==> src/hdl/uie_defines.svh <==
// Offsets, field positions, reset values and timing counts for the UART interrupt block.
// Assumes a 32-bit Avalon-MM register window with one register per aligned word.
`ifndef UIE_DEFINES_SVH
`define UIE_DEFINES_SVH

`define UIE_OFF_IEN 6'h00
`define UIE_OFF_IST 6'h04
`define UIE_OFF_FCTL 6'h08
`define UIE_OFF_LST 6'h0C
`define UIE_OFF_MST 6'h10
`define UIE_OFF_RXH 6'h14
`define UIE_OFF_TXH 6'h18

`define UIE_IEN_RESET 8'h00
`define UIE_FCTL_RESET 8'h00

`define UIE_IEN_RX 0
`define UIE_IEN_TX 1
`define UIE_IEN_LS 2
`define UIE_IEN_MS 3
`define UIE_IEN_SLEEP 4
`define UIE_IEN_XOFF 5
`define UIE_FCTL_EN 0
`define UIE_FCTL_RXRST 1
`define UIE_FCTL_TXRST 2

`define UIE_IST_LS 6'h06
`define UIE_IST_TMO 6'h0C
`define UIE_IST_RXR 6'h04
`define UIE_IST_TXR 6'h02
`define UIE_IST_MS 6'h00
`define UIE_IST_XOFF 6'h10
`define UIE_IST_NONE 6'h01
`define UIE_IST_FLOW 5

`define UIE_TMO_CHARS 7'h04
`define UIE_TMO_BITS 7'h0C

`endif

==> src/hdl/uie_pkg.sv <==
// Types shared by the UART interrupt block and its surroundings.
// Assumes the receive and transmit datapaths report on the same clock.
package uie_pkg;

    typedef enum logic [2:0] {
        UIE_LV_NONE = 3'b000,
        UIE_LV_LS   = 3'b001,
        UIE_LV_TMO  = 3'b010,
        UIE_LV_RXR  = 3'b011,
        UIE_LV_TXR  = 3'b100,
        UIE_LV_MS   = 3'b101,
        UIE_LV_XOFF = 3'b110,
        UIE_LV_WAKE = 3'b111
    } uie_level_type;

    typedef struct packed {
        logic       push;
        logic       overrun;
        logic       parity_err;
        logic       framing_err;
        logic       break_err;
        logic       fifo_error;
        logic [4:0] level;
    } uie_rx_type;

    typedef struct packed {
        logic       txh_empty;
        logic       all_empty;
        logic [4:0] level;
    } uie_tx_type;

    typedef struct packed {
        logic [3:0] delta;
        logic [3:0] lines;
    } uie_modem_type;

    typedef struct packed {
        logic xoff;
        logic xon;
        logic special;
        logic flow_deassert;
        logic wake;
    } uie_flow_type;

endpackage

==> src/hdl/uie_top.sv <==
// Interrupt enable, status and priority logic of a single-channel UART.
// Assumes the datapaths, baud generator and flow matcher share clock_i and report
// events as one-cycle pulses; the host reaches registers over Avalon-MM.
`timescale 1ns/1ps
`include "uie_defines.svh"

module uie_top
    import uie_pkg::*;
#(
    parameter int LEVEL_W = 5
) (
    // Clock and reset
    input  wire logic clock_i,
    input  wire logic rst_i,
    // Avalon-MM slave
    input  wire logic [5:0] avs_address_i,
    input  wire logic avs_read_i,
    input  wire logic avs_write_i,
    input  wire logic [31:0] avs_writedata_i,
    input  wire logic [3:0] avs_byteenable_i,
    output logic [31:0] avs_readdata_o,
    output logic avs_waitrequest_o,
    // Datapath status
    input  wire uie_rx_type rx_i,
    input  wire logic [7:0] rx_head_data_i,
    input  wire uie_tx_type tx_i,
    input  wire uie_modem_type modem_i,
    input  wire uie_flow_type flow_i,
    input  wire logic enhanced_en_i,
    input  wire logic bit_tick_i,
    input  wire logic [3:0] char_bits_i,
    // Datapath controls
    output logic rx_pop_o,
    output logic txh_write_o,
    output logic [7:0] txh_data_o,
    output logic rx_fifo_reset_o,
    output logic tx_fifo_reset_o,
    output logic fifo_en_o,
    output logic sleep_en_o,
    output logic polled_mode_o,
    // Interrupt
    output logic irq_o
);

    logic ack;
    logic [7:0] int_en;
    logic [7:0] fifo_ctl;
    logic overrun;
    logic [3:0] modem_delta;
    logic ls_irq;
    logic tmo_irq;
    logic tx_irq;
    logic tx_cond_q;
    logic en_tx_q;
    logic xoff_irq;
    logic special_irq;
    logic flow_flag;
    logic wake_irq;
    logic [6:0] tmo_cnt;
    uie_level_type cur;
    uie_level_type next_cur;
    logic [5:0] ist_code;
    logic [7:0] ist_val;
    logic [7:0] lst_val;
    logic [31:0] next_rdata;
    logic do_rd;
    logic do_wr;
    logic rd_ist;
    logic rd_lst;
    logic rd_mst;
    logic rd_rxh;
    logic wr_txh;
    logic wr_fctl;
    logic enh_on;
    logic rx_ready;
    logic tx_cond;
    logic [6:0] tmo_limit;
    logic [6:0] pend;

    function automatic logic [LEVEL_W-1:0] trig_level(input logic [1:0] sel);
        case (sel)
            2'b00: trig_level = LEVEL_W'(1);
            2'b01: trig_level = LEVEL_W'(4);
            2'b10: trig_level = LEVEL_W'(8);
            default: trig_level = LEVEL_W'(14);
        endcase
    endfunction

    // Each access is answered on its second edge; side effects land only then.
    assign avs_waitrequest_o = (avs_read_i | avs_write_i) & ~ack;
    assign do_rd = avs_read_i & ack;
    assign do_wr = avs_write_i & ack & avs_byteenable_i[0];
    assign rd_ist = do_rd && (avs_address_i == `UIE_OFF_IST);
    assign rd_lst = do_rd && (avs_address_i == `UIE_OFF_LST);
    assign rd_mst = do_rd && (avs_address_i == `UIE_OFF_MST);
    assign rd_rxh = do_rd && (avs_address_i == `UIE_OFF_RXH);
    assign wr_txh = do_wr && (avs_address_i == `UIE_OFF_TXH);
    assign wr_fctl = do_wr && (avs_address_i == `UIE_OFF_FCTL);

    assign enh_on = enhanced_en_i;
    assign fifo_en_o = fifo_ctl[`UIE_FCTL_EN];
    assign sleep_en_o = int_en[`UIE_IEN_SLEEP] & enh_on;
    assign polled_mode_o = fifo_ctl[`UIE_FCTL_EN] & (int_en[3:0] == 4'h0);
    assign rx_pop_o = rd_rxh;
    assign tmo_limit = 7'(`UIE_TMO_CHARS * {3'h0, char_bits_i}) + `UIE_TMO_BITS;

    // Level sources are live so they follow the FIFO without a latch.
    assign rx_ready = fifo_ctl[`UIE_FCTL_EN] ? (rx_i.level >= trig_level(fifo_ctl[7:6]))
                                            : (rx_i.level != '0);
    assign tx_cond = fifo_ctl[`UIE_FCTL_EN] ?
                     ((tx_i.level < trig_level(fifo_ctl[5:4])) | tx_i.all_empty)
                     : tx_i.txh_empty;

    // Pending and enabled (wake-up has no enable), in priority order from level 1 down.
    always_comb begin
        pend[0] = ls_irq & int_en[`UIE_IEN_LS];
        pend[1] = tmo_irq & int_en[`UIE_IEN_RX];
        pend[2] = rx_ready & int_en[`UIE_IEN_RX];
        pend[3] = tx_irq & int_en[`UIE_IEN_TX];
        pend[4] = (modem_delta != 4'h0) & int_en[`UIE_IEN_MS];
        pend[5] = (xoff_irq | special_irq) & int_en[`UIE_IEN_XOFF] & enh_on;
        pend[6] = wake_irq;
    end

    // A reported source stays reported until it is cleared or disabled; no other source displaces it.
    always_comb begin
        next_cur = cur;
        case (cur)
            UIE_LV_LS: if (!pend[0]) next_cur = UIE_LV_NONE;
            UIE_LV_TMO: if (!pend[1]) next_cur = UIE_LV_NONE;
            UIE_LV_RXR: if (!pend[2]) next_cur = UIE_LV_NONE;
            UIE_LV_TXR: if (!pend[3]) next_cur = UIE_LV_NONE;
            UIE_LV_MS: if (!pend[4]) next_cur = UIE_LV_NONE;
            UIE_LV_XOFF: if (!pend[5]) next_cur = UIE_LV_NONE;
            UIE_LV_WAKE: if (!pend[6]) next_cur = UIE_LV_NONE;
            default: begin
                if (pend[0]) next_cur = UIE_LV_LS;
                else if (pend[1]) next_cur = UIE_LV_TMO;
                else if (pend[2]) next_cur = UIE_LV_RXR;
                else if (pend[3]) next_cur = UIE_LV_TXR;
                else if (pend[4]) next_cur = UIE_LV_MS;
                else if (pend[5]) next_cur = UIE_LV_XOFF;
                else if (pend[6]) next_cur = UIE_LV_WAKE;
            end
        endcase
    end

    always_ff @(posedge clock_i or posedge rst_i) begin
        if (rst_i) begin
            cur <= UIE_LV_NONE;
        end else begin
            cur <= next_cur;
        end
    end

    always_comb begin
        case (cur)
            UIE_LV_LS: ist_code = `UIE_IST_LS;
            UIE_LV_TMO: ist_code = `UIE_IST_TMO;
            UIE_LV_RXR: ist_code = `UIE_IST_RXR;
            UIE_LV_TXR: ist_code = `UIE_IST_TXR;
            UIE_LV_MS: ist_code = `UIE_IST_MS;
            UIE_LV_XOFF: ist_code = `UIE_IST_XOFF;
            default: ist_code = `UIE_IST_NONE;
        endcase
        ist_val = {{2{fifo_ctl[`UIE_FCTL_EN]}}, ist_code};
        if (enh_on && flow_flag) begin
            ist_val[`UIE_IST_FLOW] = 1'b1;
        end
        lst_val = {rx_i.fifo_error, tx_i.all_empty, tx_i.txh_empty, rx_i.break_err,
                   rx_i.framing_err, rx_i.parity_err, overrun, rx_i.level != '0};
    end

    always_comb begin
        next_rdata = 32'h0000_0000;
        case (avs_address_i)
            `UIE_OFF_IEN: next_rdata[7:0] = int_en;
            `UIE_OFF_IST: next_rdata[7:0] = ist_val;
            `UIE_OFF_LST: next_rdata[7:0] = lst_val;
            `UIE_OFF_MST: next_rdata[7:0] = {modem_i.lines, modem_delta};
            `UIE_OFF_RXH: next_rdata[7:0] = rx_head_data_i;
            default: next_rdata = 32'h0000_0000;
        endcase
    end

    always_ff @(posedge clock_i or posedge rst_i) begin
        if (rst_i) begin
            ack <= 1'b0;
            avs_readdata_o <= 32'h0000_0000;
        end else begin
            ack <= (avs_read_i | avs_write_i) & ~ack;
            if (avs_read_i && !ack) begin
                avs_readdata_o <= next_rdata;
            end
        end
    end

    always_ff @(posedge clock_i or posedge rst_i) begin
        if (rst_i) begin
            int_en <= `UIE_IEN_RESET;
        end else if (do_wr && avs_address_i == `UIE_OFF_IEN) begin
            int_en <= avs_writedata_i[7:0];
        end
    end

    // Enhanced trigger bits are kept out unless the enhanced enable is on.
    always_ff @(posedge clock_i or posedge rst_i) begin
        if (rst_i) begin
            fifo_ctl <= `UIE_FCTL_RESET;
            rx_fifo_reset_o <= 1'b0;
            tx_fifo_reset_o <= 1'b0;
        end else begin
            rx_fifo_reset_o <= 1'b0;
            tx_fifo_reset_o <= 1'b0;
            if (wr_fctl) begin
                fifo_ctl[`UIE_FCTL_EN] <= avs_writedata_i[`UIE_FCTL_EN];
                if (avs_writedata_i[`UIE_FCTL_EN]) begin
                    fifo_ctl[7:6] <= avs_writedata_i[7:6];
                    fifo_ctl[3:1] <= avs_writedata_i[3:1];
                    if (enh_on) begin
                        fifo_ctl[5:4] <= avs_writedata_i[5:4];
                    end
                    rx_fifo_reset_o <= avs_writedata_i[`UIE_FCTL_RXRST];
                    tx_fifo_reset_o <= avs_writedata_i[`UIE_FCTL_TXRST];
                end
            end
        end
    end

    always_ff @(posedge clock_i or posedge rst_i) begin
        if (rst_i) begin
            txh_write_o <= 1'b0;
            txh_data_o <= 8'h00;
        end else begin
            txh_write_o <= wr_txh;
            if (wr_txh) begin
                txh_data_o <= avs_writedata_i[7:0];
            end
        end
    end

    // Overrun flags at once; other errors flag as the bad byte leaves the FIFO.
    always_ff @(posedge clock_i or posedge rst_i) begin
        if (rst_i) begin
            overrun <= 1'b0;
            ls_irq <= 1'b0;
        end else begin
            if (rx_i.overrun) begin
                overrun <= 1'b1;
            end else if (rd_lst) begin
                overrun <= 1'b0;
            end
            if (rx_i.overrun ||
                (rd_rxh && (rx_i.parity_err || rx_i.framing_err || rx_i.break_err))) begin
                ls_irq <= 1'b1;
            end else if (rd_lst) begin
                ls_irq <= 1'b0;
            end
        end
    end

    // Restarts on any FIFO movement so only a stalled, non-empty FIFO times out.
    always_ff @(posedge clock_i or posedge rst_i) begin
        if (rst_i) begin
            tmo_cnt <= 7'h00;
            tmo_irq <= 1'b0;
        end else begin
            if (rx_i.push || rd_rxh || !fifo_ctl[`UIE_FCTL_EN] || rx_i.level == '0) begin
                tmo_cnt <= 7'h00;
            end else if (bit_tick_i && tmo_cnt < tmo_limit) begin
                tmo_cnt <= tmo_cnt + 7'h01;
            end
            if (bit_tick_i && tmo_cnt == tmo_limit - 7'h01 && !rx_i.push && !rd_rxh &&
                fifo_ctl[`UIE_FCTL_EN] && rx_i.level != '0) begin
                tmo_irq <= 1'b1;
            end else if (rd_rxh) begin
                tmo_irq <= 1'b0;
            end
        end
    end

    // Edge of the empty condition, or the enable rising while already empty.
    always_ff @(posedge clock_i or posedge rst_i) begin
        if (rst_i) begin
            tx_cond_q <= 1'b0;
            en_tx_q <= 1'b0;
            tx_irq <= 1'b0;
        end else begin
            tx_cond_q <= tx_cond;
            en_tx_q <= int_en[`UIE_IEN_TX];
            if ((tx_cond && !tx_cond_q) || (tx_cond && int_en[`UIE_IEN_TX] && !en_tx_q)) begin
                tx_irq <= 1'b1;
            end else if (wr_txh || (rd_ist && cur == UIE_LV_TXR)) begin
                tx_irq <= 1'b0;
            end
        end
    end

    always_ff @(posedge clock_i or posedge rst_i) begin
        if (rst_i) begin
            modem_delta <= 4'h0;
        end else begin
            modem_delta <= (rd_mst ? 4'h0 : modem_delta) | modem_i.delta;
        end
    end

    // Status-read clears only hit the source being reported in that read, except flow_flag, which any status read clears.
    always_ff @(posedge clock_i or posedge rst_i) begin
        if (rst_i) begin
            xoff_irq <= 1'b0;
            special_irq <= 1'b0;
            flow_flag <= 1'b0;
            wake_irq <= 1'b0;
        end else begin
            if (flow_i.xoff) begin
                xoff_irq <= 1'b1;
            end else if (flow_i.xon || (rd_ist && cur == UIE_LV_XOFF)) begin
                xoff_irq <= 1'b0;
            end
            if (flow_i.special) begin
                special_irq <= 1'b1;
            end else if (rx_i.push || (rd_ist && cur == UIE_LV_XOFF)) begin
                special_irq <= 1'b0;
            end
            if (flow_i.flow_deassert) begin
                flow_flag <= 1'b1;
            end else if (rd_ist) begin
                flow_flag <= 1'b0;
            end
            if (flow_i.wake) begin
                wake_irq <= 1'b1;
            end else if (rd_ist && cur == UIE_LV_WAKE) begin
                wake_irq <= 1'b0;
            end
        end
    end

    always_ff @(posedge clock_i or posedge rst_i) begin
        if (rst_i) begin
            irq_o <= 1'b0;
        end else begin
            irq_o <= |pend;
        end
    end

endmodule
==> config.mk <==
export PLATFORM = sky130hd
export DESIGN_NAME = uie_top
export DESIGN_NICKNAME = d
export VERILOG_FILES = /design/src/hdl/uie_pkg.sv /design/src/hdl/uie_top.sv
export VERILOG_INCLUDE_DIRS = /design/src /design/src/hdl
export SDC_FILE = /design/constraint.sdc
export NUM_CORES = 1
export LEC_CHECK = 0
export ABC_AREA = 1
export BUFFER_PORTS_ARGS = -buffer_cell sky130_fd_sc_hd__clkbuf_2
export CAP_MARGIN = 10
export CELL_PAD_IN_SITES_DETAIL_PLACEMENT = 1
export CELL_PAD_IN_SITES_GLOBAL_PLACEMENT = 1
export CORE_ASPECT_RATIO = 0.5
export CORE_MARGIN = 2
export CORE_UTILIZATION = 35
export DETAILED_ROUTE_END_ITERATION = 8
export PLACE_DENSITY_LB_ADDON = 0.15
export SETUP_SLACK_MARGIN = 0.02
export SLEW_MARGIN = 40
export SYNTH_ARGS = -nofsm -noshare
export SYNTH_HDL_FRONTEND = slang
export SYNTH_SLANG_ARGS = --single-unit
==> constraint.sdc <==
create_clock -name clock_i -period 2.4 [get_ports clock_i]
set_input_delay 0.12 -clock clock_i [delete_from_list [all_inputs] [get_ports clock_i]]
set_output_delay 0.12 -clock clock_i [all_outputs]
set_load 0.05 [all_outputs]
==> metrics.cfg <==
[clocking]
clkSinkCount = 58
ctsResizeCount = 0
cts_tree = yes
clk-insertion-delay-late_ns = 0.34
root_buffer = clkbuf_16
clk_pin_slew_ns = 0.06
h-tree-depth = 3
tritoncts.num_buffers = 9
clk_path_buf_depth = 2

[pwr]
total_power_mw = 3.257
leakage_nw = 2.382
cellPowerDensity_nw_per_um2 = 713.0
vdd_drop_max_mv = 0.4021

[drt]
wirelength_mm = 10.44
firstDrtPassIters = 4
avgRoutedWirePerCell_um = 14.58
drcViolationCount = 0
avgViaCountPerCell = 4.779
ant_nets = 0
via_count = 3422
drt_iter0_drc = 93

[timing]
max_freq_mhz = 538.3
slew_headroom = 0.5731
rsz0062_at_grt = no
fin_crit_ns = 1.858
worst_clock_skew_ns = 0.008162
fin_hold_ws_ns = 0.001683
slew_violations = 0
setup_viol = 0
min_period_over_period = 0.7740
finalHoldViolations = 0
tightest_slew_ns = 0.6394
tns_ns = 0

[place]
gp_congestion = 0.8099
dp_hpwl_mm = 8.384
port_buffers = 88
placedCellCount = 692
placed_area_um2 = 4168

[setup_path]
crit_top_cell = nor2_1
cp_max_fo = 7
cpMaxStageDelayCell = dfrtp_1
path_cells = ha_1 > nand2_1 > inv_1 > o21ai_0 > nand4_1 > buf_4 > nor2_1 > xor2_1 > nor2_1
end_kind = flip-flop
worstPathRequired_ns = 2.63
cp.arrival_ns = 2.08
crit_type = reg2reg
slowest_delay_ns = 0.46
crit_path_start_kind = flip-flop

[yosys]
synth_mux_area_frac = 0
synth_area_um2 = 3625
ys_ff_latch = 58
synth-adder-area-share = 0.05868
syn_avg_cell_area_um2 = 7.812
synthXorXnorAreaFrac = 0.02175
synth_warnings = 0
synth_cell_types = 39
synthSimpleGateAreaFrac = 0.2541
syn_inst = 464
synth_top_family_by_area = simple AND/OR/NAND/NOR gates
synth_compound_area_frac = 0.1298
synth_seq_area_share = 0.4004

[floorplan]
pin_count = 140
fp.dieW_um = 147.9
row_count = 26
core_area_um2 = 10150
die_h_um = 75.96
die-area_um2 = 11240
initial_core_util = 0.3571

[cells_and_area]
layout_common_cells = nand2_1 (93), clkbuf_2 (88), inv_1 (62)
final_common_cell = nand2_1
antenna_cells = 0
syn_to_final_growth_pct = 26.03
fin_nets = 679
fin_area_um2 = 4568
drive_gt1_frac = 0.2344
final_cells = 716

[global_routing]
grt_remaining_overflow = 0
grt_max_degree = 32
grt_pass1_vias = 3498
grt_usage = 0.1946
grt_pass1_wl_mm = 17.06
grt_antenna_before_repair = 0

[status]
status = completed

[worst_hold_path]
hold_class = in2reg

[job]
max_cap_viol_count = 0

-- per-layer routing --
metal / global-route usage / wire length (um)
met1: 0.2509 / 4933
met2: 0.3265 / 4931
met3: 0.05361 / 569
met4: 0.04667 / 8
met5: 0 / 0
-- cells by family after synthesis --
logic type                 Yosys count
xor gates and xnor gates             9
AOI/OAI and AO/OA                   79
adders and majority gates           17
buffers and inverters              102
and+or+nand+nor                    198
other                                1
DFF                                 58
-- final cells by class --
cell class / count / area, um^2
well taps: 140 / 175.2
clock buffers: 11 / 242.7
repair buffers: 101 / 570.5
clock inverters: 5 / 77.57
multi-input cells: 327 / 1773
flip-flops and latches: 58 / 1451
inverters: 74 / 277.8
fillers: 1325 / 5582
-- critical path: cells and delay by family (launching register included) --
kind                     cells  cell delay, ns
XOR/XNOR                     1            0.15
adder cells (fa/ha/maj)      1            0.34
flip-flops                   1            0.46
buffers and inverters        2            0.22
AO/OA/AOI/OAI                1            0.15
AND/OR/NAND/NOR              4            0.41
-- registers in the layout, indices dropped and copies added, names as in the netlist, 3 cells and up --
| register | count |
|---|---|
| int_en | 8 |
| txh_data_o | 8 |
| avs_readdata_o | 8 |
| cur | 3 |
| fifo_ctl | 5 |
| modem_delta | 4 |
| tmo_cnt | 7 |
-- cell usage after synthesis, drive strengths merged --
cell | number | share of area
inv | 73 | 0.076
o31ai | 3 | 0.0062
buf | 28 | 0.058
conb | 1 | 0.0010
nor2 | 56 | 0.074
clkinv | 1 | 0.0010
o21ai | 34 | 0.047
a21o | 3 | 0.0062
o21bai | 7 | 0.016
xor2 | 7 | 0.017
o21a | 1 | 0.0021
xnor2 | 2 | 0.0048
a22oi | 5 | 0.010
nand3b | 1 | 0.0021
dfrtp | 58 | 0.40
nor4 | 1 | 0.0035
nand4 | 10 | 0.019
o211ai | 2 | 0.0041
a211oi | 1 | 0.0021
nand3 | 25 | 0.039
a31oi | 4 | 0.0069
nand2 | 94 | 0.098
ha | 17 | 0.059
a41oi | 3 | 0.0073
a21oi | 16 | 0.022
nor3 | 11 | 0.018
-- where the power goes --
part	internal, mW	switching, mW	total [mW]
Sequential	1.05	0.0892	1.14
Combinational	0.209	0.511	0.719
Clock	0.933	0.468	1.40
Total	2.19	1.07	3.26
-- final timing paths --
check                                         from                       to  slack (ns)  cells after the start
max reg2reg                 tmo_cnt[4]$_DFFE_PP0P_   tmo_cnt[6]$_DFFE_PP0P_        0.54                      9
min                                      flow_i[4]     xoff_irq$_DFFE_PP0P_       0.002                      3
min reg2reg                special_irq$_DFFE_PP0P_  special_irq$_DFFE_PP0P_        0.48                      1
min in group asynchronous                    rst_i   tmo_cnt[4]$_DFFE_PP0P_        0.39                      3
max in group asynchronous                    rst_i          irq_o$_DFF_PP0_        1.40                      4
max                         tmo_cnt[4]$_DFFE_PP0P_   tmo_cnt[6]$_DFFE_PP0P_        0.54                      9
-- per-stage QoR --
| step | utilization | worst slack, ns |
|---|---|---|
| after floorplan | - | 0.3150 |
| after global placement | 0.4106 | 0.3388 |
| after detailed placement | 0.4106 | 0.2402 |
| after CTS | 0.4501 | 0.5151 |
| after global routing | 0.4501 | 0.4016 |
| final | 0.4501 | 0.5423 |
-- what timing repair did --
action,CTS,global route
buffers inserted,0,0
hold buffers,8,0
hold endpoints to repair,34,0
No activity file was read; power rests on OpenSTA's default activity.
